[src/verilog/blc_pkg.sv]
// Purpose: Constants, register map and carrier types for the bipolar line codec block.
// Assumes: APB register access, one line bit per strobe on each direction.
// Notes: Printed offsets are register indexes; the byte address is four times the index.
package blc_pkg;
  localparam int ADDR_W = 12;
  localparam logic [7:0] IDX_TX_CTRL = 8'h8c;
  localparam logic [7:0] IDX_LINE_CFG = 8'h8e;
  localparam logic [7:0] IDX_RX_CTRL = 8'h90;
  localparam logic [7:0] IDX_RX_STAT = 8'h94;
  localparam logic [7:0] IDX_RX_LATCH = 8'h96;
  localparam logic [7:0] IDX_RX_IRQ_EN = 8'h98;
  localparam logic [7:0] IDX_VIOL_CNT = 8'h9c;
  localparam logic [7:0] IDX_ZERO_CNT = 8'h9e;
  localparam logic [15:0] CTRL_RESET = 16'h0000;
  localparam int TX_DELAY = 4;
  localparam logic [2:0] B3ZS_RUN = 3'h3;
  localparam logic [2:0] HDB3_RUN = 3'h4;
  localparam logic [2:0] B3ZS_SIG_ZEROS = 3'h1;
  localparam logic [2:0] HDB3_SIG_ZEROS = 3'h2;
  localparam int LAT_SUBST = 5;
  localparam int LAT_ZERO_EVT = 4;
  localparam int LAT_ZERO_CNT = 3;
  localparam int LAT_VIOL_EVT = 2;
  localparam int LAT_VIOL_CNT = 1;
  localparam int LAT_LOSS = 0;

  typedef struct packed {
    logic pos;
    logic neg;
  } blc_bipolar_t;

  typedef struct packed {
    logic tx_subst_disable;
    logic tx_long_zero_insert_en;
    logic tx_violation_insert_en;
    logic tx_single_error_trigger;
    logic error_trigger_source_sel;
  } blc_tx_ctrl_t;

  typedef struct packed {
    logic e3_coding_violation_count_en;
    logic rx_errdet_signature_format;
    logic rx_decode_signature_format;
    logic rx_subst_decode_disable;
  } blc_rx_ctrl_t;

  typedef enum logic [1:0] {SYM_ZERO, SYM_ONE, SYM_BAL, SYM_VIOL} blc_sym_t;
endpackage

[src/verilog/blc_ctrl.sv]
`timescale 1ns/1ps
// Purpose: Bipolar zero-substitution line encoder, decoder, error insertion and status.
// Assumes: Line strobes and pins are synchronous to MCLK_IN; one bit per strobe.
// Notes: Transmit and receive paths each add four bit slots of latency.
module blc_ctrl (
  input wire logic MCLK_IN,
  input wire logic ARST_N_IN,
  input wire logic PSEL_IN,
  input wire logic PENABLE_IN,
  input wire logic PWRITE_IN,
  input wire logic [blc_pkg::ADDR_W-1:0] PADDR_IN,
  input wire logic [31:0] PWDATA_IN,
  output logic [31:0] PRDATA_OUT,
  output logic PREADY_OUT,
  output logic PSLVERR_OUT,
  input wire logic TX_BIT_EN_IN,
  input wire logic TX_DATA_IN,
  input wire logic EXT_ERROR_STROBE_IN,
  output blc_pkg::blc_bipolar_t TX_LINE_OUT,
  output logic TX_LINE_VALID_OUT,
  input wire logic RX_BIT_EN_IN,
  input wire blc_pkg::blc_bipolar_t RX_LINE_IN,
  input wire logic LOSS_DETECT_IN,
  input wire logic PERF_SNAPSHOT_UPDATE_IN,
  input wire logic PORT_IRQ_EN_IN,
  output logic RX_DATA_OUT,
  output logic RX_DATA_VALID_OUT,
  output logic IRQ_OUT
);
  import blc_pkg::*;

  function automatic logic par_after(input logic p, input blc_sym_t s);
    return (s == SYM_VIOL) ? 1'b0 : (p ^ (s != SYM_ZERO));
  endfunction

  // A signature passes when formats are off, it is the first one, or polarity alternates.
  function automatic logic sig_ok(input logic fmt, input logic first, input logic pol,
                                  input logic prev);
    return first | ~fmt | (pol != prev);
  endfunction

  function automatic logic [15:0] sat_inc(input logic [15:0] v, input logic e);
    return (e && v != 16'hffff) ? v + 16'h0001 : v;
  endfunction

  blc_tx_ctrl_t tx_ctrl_q;
  blc_rx_ctrl_t rx_ctrl_q;
  logic hdb3_q;
  logic [5:0] irq_en_q;
  logic [5:0] lat_q;
  logic [15:0] viol_run_q;
  logic [15:0] zero_run_cnt_q;
  logic [15:0] viol_snap_q;
  logic [15:0] zero_snap_q;
  logic viol_nz_prev_q;
  logic zero_nz_prev_q;
  logic loss_q;
  logic pready_q;
  logic pslverr_q;
  logic [31:0] prdata_q;

  // Register bus decode.
  logic [7:0] idx;
  logic addr_ok;
  logic apb_setup;
  logic apb_done;
  logic wr_en;
  logic [15:0] rd_val;
  logic rd_hit;
  logic [15:0] wdat;

  assign idx = PADDR_IN[9:2];
  assign addr_ok = (PADDR_IN[ADDR_W-1:10] == '0) && (PADDR_IN[1:0] == 2'h0);
  assign apb_setup = PSEL_IN & ~PENABLE_IN;
  assign apb_done = PSEL_IN & PENABLE_IN & pready_q;
  assign wr_en = apb_done & PWRITE_IN & addr_ok;
  assign wdat = PWDATA_IN[15:0];

  always_comb begin
    rd_hit = 1'b1;
    rd_val = 16'h0000;
    case (idx)
      IDX_TX_CTRL: rd_val = {11'h000, tx_ctrl_q};
      IDX_LINE_CFG: rd_val = {15'h0000, hdb3_q};
      IDX_RX_CTRL: rd_val = {12'h000, rx_ctrl_q};
      IDX_RX_STAT: rd_val = {12'h000, |zero_snap_q, 1'b0, |viol_snap_q, loss_q};
      IDX_RX_LATCH: rd_val = {10'h000, lat_q};
      IDX_RX_IRQ_EN: rd_val = {10'h000, irq_en_q};
      IDX_VIOL_CNT: rd_val = viol_snap_q;
      IDX_ZERO_CNT: rd_val = zero_snap_q;
      default: rd_hit = 1'b0;
    endcase
    if (!addr_ok) begin
      rd_hit = 1'b0;
    end
  end

  // The access phase always completes in its first cycle; pready rises after setup.
  always_ff @(posedge MCLK_IN or negedge ARST_N_IN) begin
    if (!ARST_N_IN) begin
      pready_q <= 1'b0;
      pslverr_q <= 1'b0;
      prdata_q <= 32'h0000_0000;
    end else begin
      pready_q <= apb_setup;
      pslverr_q <= apb_setup & ~rd_hit;
      if (apb_setup) begin
        prdata_q <= (PWRITE_IN || !rd_hit) ? 32'h0000_0000 : {16'h0000, rd_val};
      end
    end
  end

  always_ff @(posedge MCLK_IN or negedge ARST_N_IN) begin
    if (!ARST_N_IN) begin
      tx_ctrl_q <= blc_tx_ctrl_t'(CTRL_RESET[4:0]);
      rx_ctrl_q <= blc_rx_ctrl_t'(CTRL_RESET[3:0]);
      hdb3_q <= CTRL_RESET[0];
      irq_en_q <= CTRL_RESET[5:0];
    end else if (wr_en) begin
      case (idx)
        IDX_TX_CTRL: tx_ctrl_q <= blc_tx_ctrl_t'(wdat[4:0]);
        IDX_LINE_CFG: hdb3_q <= wdat[0];
        IDX_RX_CTRL: rx_ctrl_q <= blc_rx_ctrl_t'(wdat[3:0]);
        IDX_RX_IRQ_EN: irq_en_q <= wdat[5:0];
        default: ;
      endcase
    end
  end

  // Error trigger: the selected source is edge-detected after the mux, so a
  // source switch to an input that is high while the other is low can give one extra error.
  logic trig_sel;
  logic trig_q;
  logic err_pend_q;
  assign trig_sel = tx_ctrl_q.error_trigger_source_sel ? EXT_ERROR_STROBE_IN
                                                       : tx_ctrl_q.tx_single_error_trigger;

  always_ff @(posedge MCLK_IN or negedge ARST_N_IN) begin
    if (!ARST_N_IN) begin
      trig_q <= 1'b0;
    end else begin
      trig_q <= trig_sel;
    end
  end

  // The pending flag is sticky, so repeated rises before an opportunity merge.
  always_ff @(posedge MCLK_IN or negedge ARST_N_IN) begin
    if (!ARST_N_IN) begin
      err_pend_q <= 1'b0;
    end else if (trig_sel && !trig_q) begin
      err_pend_q <= 1'b1;
    end else if (TX_BIT_EN_IN) begin
      err_pend_q <= 1'b0;
    end
  end

  // Transmit encoder: four-slot symbol buffer, substitution decided on entry.
  blc_sym_t tx_buf_q [TX_DELAY];
  blc_sym_t tx_nb [TX_DELAY];
  logic tx_par_q;
  logic tx_p0;
  logic tx_last_pos_q;
  logic [2:0] tx_zero_force_q;
  blc_bipolar_t tx_line_q;
  logic tx_valid_q;

  always_comb begin
    tx_p0 = par_after(tx_par_q, tx_buf_q[0]);
    for (int i = 0; i < TX_DELAY - 1; i++) begin
      tx_nb[i] = tx_buf_q[i+1];
    end
    tx_nb[TX_DELAY-1] = TX_DATA_IN ? SYM_ONE : SYM_ZERO;
    if (!tx_ctrl_q.tx_subst_disable) begin
      if (hdb3_q && tx_nb[0] == SYM_ZERO && tx_nb[1] == SYM_ZERO && tx_nb[2] == SYM_ZERO
          && tx_nb[3] == SYM_ZERO) begin
        tx_nb[0] = tx_p0 ? SYM_ZERO : SYM_BAL;
        tx_nb[3] = SYM_VIOL;
      end else if (!hdb3_q && tx_nb[1] == SYM_ZERO && tx_nb[2] == SYM_ZERO
                   && tx_nb[3] == SYM_ZERO) begin
        tx_nb[1] = par_after(tx_p0, tx_nb[0]) ? SYM_ZERO : SYM_BAL;
        tx_nb[3] = SYM_VIOL;
      end
    end
  end

  always_ff @(posedge MCLK_IN or negedge ARST_N_IN) begin
    if (!ARST_N_IN) begin
      for (int i = 0; i < TX_DELAY; i++) begin
        tx_buf_q[i] <= SYM_ZERO;
      end
      tx_par_q <= 1'b0;
    end else if (TX_BIT_EN_IN) begin
      tx_buf_q <= tx_nb;
      tx_par_q <= tx_p0;
    end
  end

  // Line driver: forced zeros first, then an inserted violation, then the symbol.
  always_ff @(posedge MCLK_IN or negedge ARST_N_IN) begin
    if (!ARST_N_IN) begin
      tx_line_q <= '0;
      tx_last_pos_q <= 1'b0;
      tx_zero_force_q <= 3'h0;
      tx_valid_q <= 1'b0;
    end else begin
      tx_valid_q <= TX_BIT_EN_IN;
      if (TX_BIT_EN_IN) begin
        if (tx_zero_force_q != 3'h0) begin
          tx_line_q <= '0;
          tx_zero_force_q <= tx_zero_force_q - 3'h1;
        end else if (err_pend_q && tx_ctrl_q.tx_violation_insert_en) begin
          tx_line_q <= '{pos: tx_last_pos_q, neg: ~tx_last_pos_q};
        end else begin
          case (tx_buf_q[0])
            SYM_ONE, SYM_BAL: begin
              tx_line_q <= '{pos: ~tx_last_pos_q, neg: tx_last_pos_q};
              tx_last_pos_q <= ~tx_last_pos_q;
            end
            SYM_VIOL: tx_line_q <= '{pos: tx_last_pos_q, neg: ~tx_last_pos_q};
            default: tx_line_q <= '0;
          endcase
        end
        if (err_pend_q && tx_ctrl_q.tx_long_zero_insert_en) begin
          tx_zero_force_q <= hdb3_q ? HDB3_RUN : B3ZS_RUN;
        end
      end
    end
  end

  // Receive side: violation and signature detection on the raw line.
  logic rx_pulse;
  logic rx_pol;
  logic rx_viol;
  logic rx_sig_base;
  logic rx_det_sig;
  logic rx_dec_sig;
  logic rx_bpv;
  logic rx_cv;
  logic rx_err_evt;
  logic rx_zero_evt;
  logic [2:0] rx_zrun_q;
  logic rx_seen_q;
  logic rx_last_pos_q;
  logic rx_prev_viol_pos_q;
  logic rx_seen_viol_q;
  logic det_first_q;
  logic det_prev_q;
  logic dec_first_q;
  logic dec_prev_q;
  logic [TX_DELAY-1:0] rx_buf_q;
  logic [TX_DELAY-1:0] rx_nb;
  logic rx_data_q;
  logic rx_valid_q;

  assign rx_pulse = RX_LINE_IN.pos ^ RX_LINE_IN.neg;
  assign rx_pol = RX_LINE_IN.pos;
  assign rx_viol = rx_pulse & rx_seen_q & (rx_pol == rx_last_pos_q);
  assign rx_sig_base = rx_viol & (rx_zrun_q >= (hdb3_q ? HDB3_SIG_ZEROS : B3ZS_SIG_ZEROS));
  assign rx_det_sig = rx_sig_base & sig_ok(rx_ctrl_q.rx_errdet_signature_format,
                                           det_first_q, rx_pol, det_prev_q);
  assign rx_dec_sig = rx_sig_base & sig_ok(rx_ctrl_q.rx_decode_signature_format,
                                           dec_first_q, rx_pol, dec_prev_q);
  assign rx_bpv = rx_viol & ~(rx_det_sig & ~rx_ctrl_q.rx_subst_decode_disable);
  assign rx_cv = rx_viol & rx_seen_viol_q & (rx_pol == rx_prev_viol_pos_q);
  assign rx_err_evt = RX_BIT_EN_IN & ((hdb3_q && rx_ctrl_q.e3_coding_violation_count_en)
                                      ? rx_cv : rx_bpv);
  assign rx_zero_evt = RX_BIT_EN_IN & ~rx_pulse
                       & (rx_zrun_q == (hdb3_q ? HDB3_RUN : B3ZS_RUN) - 3'h1);

  always_comb begin
    rx_nb = {rx_pulse, rx_buf_q[TX_DELAY-1:1]};
    if (!rx_ctrl_q.rx_subst_decode_disable && rx_dec_sig) begin
      rx_nb[TX_DELAY-1] = 1'b0;
      if (hdb3_q) begin
        rx_nb[0] = 1'b0;
      end else begin
        rx_nb[1] = 1'b0;
      end
    end
  end

  always_ff @(posedge MCLK_IN or negedge ARST_N_IN) begin
    if (!ARST_N_IN) begin
      rx_buf_q <= '0;
      rx_data_q <= 1'b0;
      rx_valid_q <= 1'b0;
      rx_zrun_q <= 3'h0;
      rx_seen_q <= 1'b0;
      rx_last_pos_q <= 1'b0;
    end else begin
      rx_valid_q <= RX_BIT_EN_IN;
      if (RX_BIT_EN_IN) begin
        rx_buf_q <= rx_nb;
        rx_data_q <= rx_buf_q[0];
        if (rx_pulse) begin
          rx_zrun_q <= 3'h0;
          rx_seen_q <= 1'b1;
          rx_last_pos_q <= rx_pol;
        end else if (rx_zrun_q != 3'h7) begin
          rx_zrun_q <= rx_zrun_q + 3'h1;
        end
      end
    end
  end

  // Signature history: the first signature after reset ignores the format bits.
  always_ff @(posedge MCLK_IN or negedge ARST_N_IN) begin
    if (!ARST_N_IN) begin
      det_first_q <= 1'b1;
      det_prev_q <= 1'b0;
      dec_first_q <= 1'b1;
      dec_prev_q <= 1'b0;
      rx_seen_viol_q <= 1'b0;
      rx_prev_viol_pos_q <= 1'b0;
    end else if (RX_BIT_EN_IN) begin
      if (rx_det_sig) begin
        det_first_q <= 1'b0;
        det_prev_q <= rx_pol;
      end
      if (rx_dec_sig) begin
        dec_first_q <= 1'b0;
        dec_prev_q <= rx_pol;
      end
      if (rx_viol) begin
        rx_seen_viol_q <= 1'b1;
        rx_prev_viol_pos_q <= rx_pol;
      end
    end
  end

  // Running counters restart on each snapshot, which also loads the readable copies.
  always_ff @(posedge MCLK_IN or negedge ARST_N_IN) begin
    if (!ARST_N_IN) begin
      viol_run_q <= 16'h0000;
      zero_run_cnt_q <= 16'h0000;
      viol_snap_q <= 16'h0000;
      zero_snap_q <= 16'h0000;
    end else if (PERF_SNAPSHOT_UPDATE_IN) begin
      viol_snap_q <= viol_run_q;
      zero_snap_q <= zero_run_cnt_q;
      viol_run_q <= {15'h0000, rx_err_evt};
      zero_run_cnt_q <= {15'h0000, rx_zero_evt};
    end else begin
      viol_run_q <= sat_inc(viol_run_q, rx_err_evt);
      zero_run_cnt_q <= sat_inc(zero_run_cnt_q, rx_zero_evt);
    end
  end

  // Status, latched flags and interrupt.
  logic loss_d;
  logic [5:0] lat_set;
  logic [5:0] lat_clr;
  assign loss_d = LOSS_DETECT_IN & ~rx_ctrl_q.rx_subst_decode_disable;
  assign lat_clr = (wr_en && idx == IDX_RX_LATCH) ? wdat[5:0] : 6'h00;

  always_comb begin
    lat_set = 6'h00;
    lat_set[LAT_SUBST] = RX_BIT_EN_IN & rx_det_sig;
    lat_set[LAT_ZERO_EVT] = rx_zero_evt;
    lat_set[LAT_ZERO_CNT] = (|zero_snap_q) & ~zero_nz_prev_q;
    lat_set[LAT_VIOL_EVT] = rx_err_evt;
    lat_set[LAT_VIOL_CNT] = (|viol_snap_q) & ~viol_nz_prev_q;
    lat_set[LAT_LOSS] = loss_d ^ loss_q;
  end

  always_ff @(posedge MCLK_IN or negedge ARST_N_IN) begin
    if (!ARST_N_IN) begin
      loss_q <= 1'b0;
      viol_nz_prev_q <= 1'b0;
      zero_nz_prev_q <= 1'b0;
      lat_q <= 6'h00;
      IRQ_OUT <= 1'b0;
    end else begin
      loss_q <= loss_d;
      viol_nz_prev_q <= |viol_snap_q;
      zero_nz_prev_q <= |zero_snap_q;
      lat_q <= (lat_q & ~lat_clr) | lat_set;
      IRQ_OUT <= PORT_IRQ_EN_IN & |(lat_q & irq_en_q);
    end
  end

  assign PRDATA_OUT = prdata_q;
  assign PREADY_OUT = pready_q;
  assign PSLVERR_OUT = pslverr_q;
  assign TX_LINE_OUT = tx_line_q;
  assign TX_LINE_VALID_OUT = tx_valid_q;
  assign RX_DATA_OUT = rx_data_q;
  assign RX_DATA_VALID_OUT = rx_valid_q;
endmodule

[config.mk]
export PLATFORM = sky130hd
export DESIGN_NAME = blc_ctrl
export DESIGN_NICKNAME = d
export VERILOG_FILES = /design/src/verilog/blc_pkg.sv /design/src/verilog/blc_ctrl.sv
export SDC_FILE = /design/constraint.sdc
export NUM_CORES = 1
export LEC_CHECK = 0
export BUFFER_PORTS_ARGS = -buffer_cell sky130_fd_sc_hd__buf_2
export CAP_MARGIN = 5
export CORE_MARGIN = 4
export CORE_UTILIZATION = 31
export CTS_CLUSTER_DIAMETER = 100
export DETAILED_ROUTE_END_ITERATION = 6
export HOLD_SLACK_MARGIN = 0.1
export RECOVER_POWER = 100
export SLEW_MARGIN = 20
export SYNTH_ARGS = -nofsm -noshare
export SYNTH_HDL_FRONTEND = slang
export SYNTH_SLANG_ARGS = --single-unit
[constraint.sdc]
create_clock -name MCLK_IN -period 4.93 [get_ports MCLK_IN]
set_clock_uncertainty 0.15 [all_clocks]
set_input_delay 0.493 -clock MCLK_IN [delete_from_list [all_inputs] [get_ports MCLK_IN]]
set_output_delay 0.493 -clock MCLK_IN [all_outputs]
set_load 0.02 [all_outputs]
==> Yosys cells after proc, flatten, opt, wreduce, memory -nomap -nowiden <==
Cells that the tools add are included.
{ "totals": {"ff_bits": 159, "input_bits": 58, "out_inout_bits": 40, "elab_cells": 209} }
{ "op_classes": {"n_addsub": 5, "n_lt_le_gt_ge": 1, "eq_ne": 20, "muxes": 38, "bitwise": 47, "n_reduce_logical": 51} }
{ "ops": {"columns": ["cell", "count"], "rows": [
  ["$pmux W16 S8", 1],
  ["$mux W16", 5],
  ["$eq A8 B8 Y1 const B", 8],
  ["$add A16 B1 Y16 const B", 2],
  ["$ne A16 B16 Y1 const B", 2],
  ["$reduce_or A16 Y1", 2],
  ["$mux W2", 12],
  ["$and A1 B1 Y1", 23],
  ["$reduce_and A2 Y1", 10],
  ["$logic_and A1 B1 Y1", 16],
  ["$mux W3", 5],
  ["$reduce_bool A2 Y1", 7],
  ["$and A6 B6 Y6", 2],
  ["$logic_not A2 Y1", 6],
  ["$mux W1", 12],
  ["$not A1 Y1", 12],
  ["$reduce_or A8 Y1", 1],
  ["$eq A2 B2 Y1 const B", 3],
  ["$mux W6", 1],
  ["$not A6 Y6", 1],
  ["$or A6 B6 Y6", 1],
  ["$reduce_or A6 Y1", 1],
  ["$sub A3 B1 Y3 const B", 2],
  ["$logic_not A1 Y1", 4],
  ["other kinds (15)", 23]
]} }

==> Longest topological paths before layout <==
{ "logic_depth": {"depth_word": 13, "mapped_depth": 10, "mapped_depth_nobuf": 8} }

==> Worst setup path after synthesis <==
No wires, ideal clock.
{ "synth_timing": {"path_kind": "register to register", "start": "reg hdb3_q", "end": "reg viol_run_q[11]", "setup_time_ns": 0.078, "t_arrival_ns": 2.254, "t_required_ns": 4.702, "path_slack_ns": 2.447, "stages_incl_launch_ff": 10, "n_path_buf": 1, "synth_period_minus_slack_ns": 2.483, "path_cell_list": "dfrtp_1 clkbuf_1 inv_1 ha_1 nand2b_1 o2bb2ai_1 a311oi_4 nand3_2 or3_1 a21oi_1"} }
{ "synth_between": {"elab_chain_len": 11, "elab_cells_between_ends": 12, "classes_between": "order compare: 1; mux: 2; bitwise: 6; reduce/logical: 3"} }
{ "synth_lines": {"columns": ["item", "line", "text"], "rows": [
  ["from (decl)", "blc_ctrl.sv:48", "logic hdb3_q;"],
  ["from (signal assigned)", "blc_ctrl.sv:117", "hdb3_q <= CTRL_RESET[0];"],
  ["from (signal assigned)", "blc_ctrl.sv:122", "IDX_LINE_CFG: hdb3_q <= wdat[0];"],
  ["$mux W2", "blc_ctrl.sv:258", "assign rx_sig_base = rx_viol & (rx_zrun_q >= (hdb3_q ? HDB3_SIG_ZEROS : B3ZS_SIG_ZEROS));"],
  ["$ge A3 B2 Y1", "blc_ctrl.sv:258", null],
  ["$and A1 B1 Y1", "blc_ctrl.sv:258", null],
  ["$and A1 B1 Y1", "blc_ctrl.sv:259", "assign rx_det_sig = rx_sig_base & sig_ok(rx_ctrl_q.rx_errdet_signature_format,"],
  ["$and A1 B1 Y1", "blc_ctrl.sv:263", "assign rx_bpv = rx_viol & ~(rx_det_sig & ~rx_ctrl_q.rx_subst_decode_disable);"],
  ["$not A1 Y1", "blc_ctrl.sv:263", null],
  ["$and A1 B1 Y1", "blc_ctrl.sv:263", null],
  ["$mux W1 (*)", "blc_ctrl.sv:266", "? rx_cv : rx_bpv);"],
  ["$and A1 B1 Y1 (*)", "blc_ctrl.sv:265", "assign rx_err_evt = RX_BIT_EN_IN & ((hdb3_q && rx_ctrl_q.e3_coding_violation_count_en)"],
  ["$logic_and A1 B1 Y1 (*)", "blc_ctrl.sv:43", "return (e && v != 16'hffff) ? v + 16'h0001 : v;"],
  ["$reduce_bool A2 Y1 (no line) (*)", null, null],
  ["to (signal assigned)", "blc_ctrl.sv:341", "viol_run_q <= {15'h0000, rx_err_evt};"],
  ["to (signal assigned)", "blc_ctrl.sv:344", "viol_run_q <= sat_inc(viol_run_q, rx_err_evt);"],
  ["to (decl)", "blc_ctrl.sv:51", "logic [15:0] viol_run_q;"]
]} }
Every way passes the cells marked *; elsewhere a longest branch is shown, timed or not.
A chain may end at the register's enable or synchronous reset.

==> Worst setup path after layout <==
{ "layout_timing": {"start": "reg hdb3_q", "end": "reg zero_run_cnt_q[15]"} }
{ "layout_between": {"elab_chain_len": 6} }
{ "layout_lines": {"columns": ["item", "line", "text"], "rows": [
  ["$mux W3", "blc_ctrl.sv:268", "& (rx_zrun_q == (hdb3_q ? HDB3_RUN : B3ZS_RUN) - 3'h1);"],
  ["$sub A3 B1 Y3", "blc_ctrl.sv:268", null],
  ["$eq A3 B3 Y1", "blc_ctrl.sv:268", null],
  ["$and A1 B1 Y1", "blc_ctrl.sv:268", null],
  ["$logic_and A1 B1 Y1", "blc_ctrl.sv:43", null],
  ["$reduce_bool A2 Y1 (no line)", null, null],
  ["to (signal assigned)", "blc_ctrl.sv:342", "zero_run_cnt_q <= {15'h0000, rx_zero_evt};"],
  ["to (signal assigned)", "blc_ctrl.sv:345", "zero_run_cnt_q <= sat_inc(zero_run_cnt_q, rx_zero_evt);"],
  ["to (decl)", "blc_ctrl.sv:52", "logic [15:0] zero_run_cnt_q;"]
]} }
Every way passes these cells.

==> summary by stage <==
Run status
The flow ran to the end, but the final reports show violations. The final reports fail on max-capacitance violations, max-slew violations.

Clock network
Once the clock tree was built, the setup fixing pass inserted 0 buffers. In this run the deepest clock path goes through 2 buffers. The total clock buffers created by CTS is 17.

The source-to-sink clock delay at the later pin of the worst-skew pair is around 0.42 ns. Gates resized during post-CTS repair numbered 0. The sink count of the clock tree is between 100 and 150. The total of hold buffers inserted after clock tree synthesis is 0. TritonCTS built the clock tree. The cell sitting at the root of the clock tree is a sky130_fd_sc_hd__clkbuf_16. The clock transition time at the flip-flop clock pins of the worst setup and hold paths is about 0.060 ns. The deepest level of the CTS H-tree is 4.

Worst setup path
The arrival time of data at the critical path endpoint is between 3 and 4 ns. The count of buffering cells on the critical path with inverters included is 1. In this run the worst path has a maximum fanout of 11.

The critical path goes through inv_1 -> ha_1 -> or4_1 -> a31oi_1 -> nand4_1 -> xor2_1 -> nor2_1. Among all stages on the critical path, the largest delay is contributed by sky130_fd_sc_hd__a31oi_1. STA classifies the critical path startpoint as a flop. The data required time of the critical path is approximately 5.0 ns.

The delay contributed by the slowest stage of the critical path is around 0.8 ns. The worst setup path is captured at a flop. The worst setup path category is flop to flop. The family with the most delay on the worst path is simple AND/OR/NAND/NOR gates.

Synth
Ranked by total cell area, the synthesized netlist is headed by sky130_fd_sc_hd__dfrtp_1 51%, sky130_fd_sc_hd__mux2_2 10%, sky130_fd_sc_hd__a22o_1 3.9%. The predominant post-synthesis flop cell is sky130_fd_sc_hd__dfrtp_1. The mean area per synthesized cell is around 11 um2. In the synthesized netlist the async set-or-reset flop fraction comes to 100%. The library cell with the highest instance count after synthesis is sky130_fd_sc_hd__dfrtp_1. After synthesis, flip-flops and latches occupy 51.7% of the total area. In the synthesized netlist, the number of instances is 623. In this run, distinct cell masters in the synthesized netlist total 57. Of all cell types, the one taking the most synthesized area is sky130_fd_sc_hd__dfrtp_1. The commonest cells after synthesis are 141 x sky130_fd_sc_hd__dfrtp_1, 63 x sky130_fd_sc_hd__mux2_2, 51 x sky130_fd_sc_hd__nor2_1. The synthesized area is 6920 um2.

The number of synthesized register bits is around 140. The share of Yosys cell area claimed by the top area cell type is roughly half. Yosys mapped a number of flops with a built-in enable equal to 0.

The count of yosys warnings during synthesis is 0.

Drt
The number of DRC violations after detailed routing is 0. The detailed-routing iteration count for the pre-antenna-repair pass is 5. The total wirelength of the detailed-routed design is about 15 mm.

The via density per instance is about 5.1. The overall via count from detail_route is about 5000. In this run, the number of DRC markers left after iteration 0 of detailed routing was around 270. The detail route stage leaves a number of antenna-violating nets equal to 0. In the final routed layout, each cell accounts on average for ~16 um.

Cells and area
The register area is ~3600 um2. The layout overhead on the synthesized area is 13.3%. The utilization after layout is between 30% and 40%. 0 antenna diodes ended up in the layout. The area of all placed cells without fillers is about 7800 um2. The fraction of layout cells with a size suffix above 1 is around 18%. The post-layout net count is about 740. The total area of multi-input combinational cells is just over 3000 um2. The fill cell instance count of the final layout is ~2200.

Placed design
The placement-stage cell area is approximately 7400 um2. Input and output buffers added on the ports amount to 55. The routability congestion estimate from global placement is about 0.85.

The worst-case setup slack after placement is between 1.5 and 2 ns. Detailed placement ended at an HPWL of 10.8 mm.

GRT
The global-route wire length before repair is between 20 and 25 mm. The global route total overflow is 0. The largest net degree at the start of global routing is approximately 110. The number of antenna violations at the first check in global routing is 1. The via count of the first global-routing pass is between 4000 and 5000. Global routing used between 10% and 20% of the available tracks across all layers.

STA
The headroom to the max-slew limit is -81.0%. The number of hold violations in the final report came to 0. Timing would allow up to between 200 and 300 MHz.

Dividing the final minimum period by the clock period gives between 60% and 70%. Setup repair after global routing left no endpoint under its margin. The final count of negative-setup-slack endpoints is 0. The minimum setup slack in the final design is approximately 1.6 ns. At the pin with the least slew margin, the transition time is around 2.7 ns. The max-slew violation count is between 100 and 150. For the final routed database, the setup TNS stands at 0 ns.

The worst path needs 3.36 ns of the cycle, external delays included.

Floorplan
The total die area is 24800 um2. After floorplanning, the core was sized to cover around 22000 um2. The die boundary width is ~160 um. The number of cell rows is between 50 and 60. Measured along the y axis, the die boundary spans around 160 um. The count of boundary I/O pins is about 100. The initial core utilization is 31.6%.

Power and ir drop
IR analysis of the VDD net gives a maximum drop of ~250 uV. The power density normalized to cell area is between 300 and 400 nW/um2. The analysis attributes to cell leakage a power of 3.61 nW.

Flow run
The max-capacitance violation count is 2.

Worst hold path
The worst hold path belongs to the class input pin to flop.
[flip-flops by register name (all words and copies together) (netlist names), 2 cells and up]
signal and flops:
rx_buf_q 4, PRDATA_OUT 16, viol_run_q 16, lat_q 6, viol_snap_q 16, tx_ctrl_q 5
TX_LINE_OUT 2, tx_zero_force_q 3, zero_snap_q 16, tx_buf_q 8, rx_ctrl_q 4, rx_zrun_q 3
zero_run_cnt_q 16, irq_en_q 6
[area by class of cell]
class                      instances  area share, %
clock buffer                      23           6.10
clock inverter                     7          0.798
inverter                          22           1.05
multi-input combinational        430           38.7
sequential                       143           45.7
tap                              280           4.47
timing repair buffer              57           3.18
[metrics by stage]
step                      hold WS [ns]  cells  total power (W)
after floorplan                 0.0474    638          0.00158
after global placement           0.261    932          0.00167
after detailed placement         0.278    932          0.00168
after CTS                        0.111    962          0.00287
after global routing             0.160    962          0.00298
final                            0.159    962          0.00283
[where the power goes]
group,total (W),internal (W),switching [W]
sequential,0.00131,0.00125,0.0000619
clock,0.00119,0.000723,0.000462
combinational,0.000334,0.000143,0.000191
[kinds of logic after synthesis]
family	synth area share, %
muxes	11.1
AOI/OAI and AO/OA	11.4
buffers and inverters	4.64
DFF	51.7
xor gates and xnor gates	4.43
and+or+nand+nor	14.9
other	0.0542
adders and majority gates	1.81
[cell usage in the layout (no fill, tap or decap), drive strengths merged, types with 3 or more instances in the layout]
master	instances
o21ai	19
and2	3
nor4	8
inv	22
xnor2	6
nor2	51
or4	3
mux2i	6
o22ai	7
nand3b	3
xor2	29
nor3	5
nor4b	3
ha	10
nand4	19
a22oi	6
nor3b	3
clkbuf	54
nor2b	7
dfrtp	141
a31oi	5
and3	17
o2bb2ai	3
nand2	34
clkinv	5
a21oi	16
buf	26
conb	16
a22o	31
a21boi	4
and4	4
nand3	22
nand2b	7
mux2	63
[worst paths after layout]
path                                 from  depth (start not counted)  slack, ns                 end
max                                hdb3_q                          7       1.57  zero_run_cnt_q[15]
min                         RX_LINE_IN[0]                          2       0.16       rx_last_pos_q
max reg2reg                        hdb3_q                          7       1.57  zero_run_cnt_q[15]
min reg2reg                zero_nz_prev_q                          1       0.29            lat_q[3]
max in group asynchronous       ARST_N_IN                          2       1.83            lat_q[1]
min in group asynchronous       ARST_N_IN                          1       0.74       viol_run_q[7]
[worst register-to-register path, delay by kind of cell (launching register included)]
| kind | cells | cell delay [ns] |
|---|---|---|
| AND/OR/NAND/NOR | 3 | 0.94 |
| buffers and inverters | 1 | 0.18 |
| AO/OA/AOI/OAI | 1 | 0.80 |
| flip-flops | 1 | 0.58 |
| XOR/XNOR | 1 | 0.20 |
| adder cells (fa/ha/maj) | 1 | 0.33 |
[layer usage]
layer / track usage, % / wire length [um] / vias to the layer above
met5: 0 / 13 / -
met1: 17.2 / 7120 / 2410
met4: 4.63 / 210 / 2
met3: 2.78 / 733 / 14
li1: - / - / 2326
met2: 19.4 / 7010 / 108
Power figures use the tool's default switching activity.
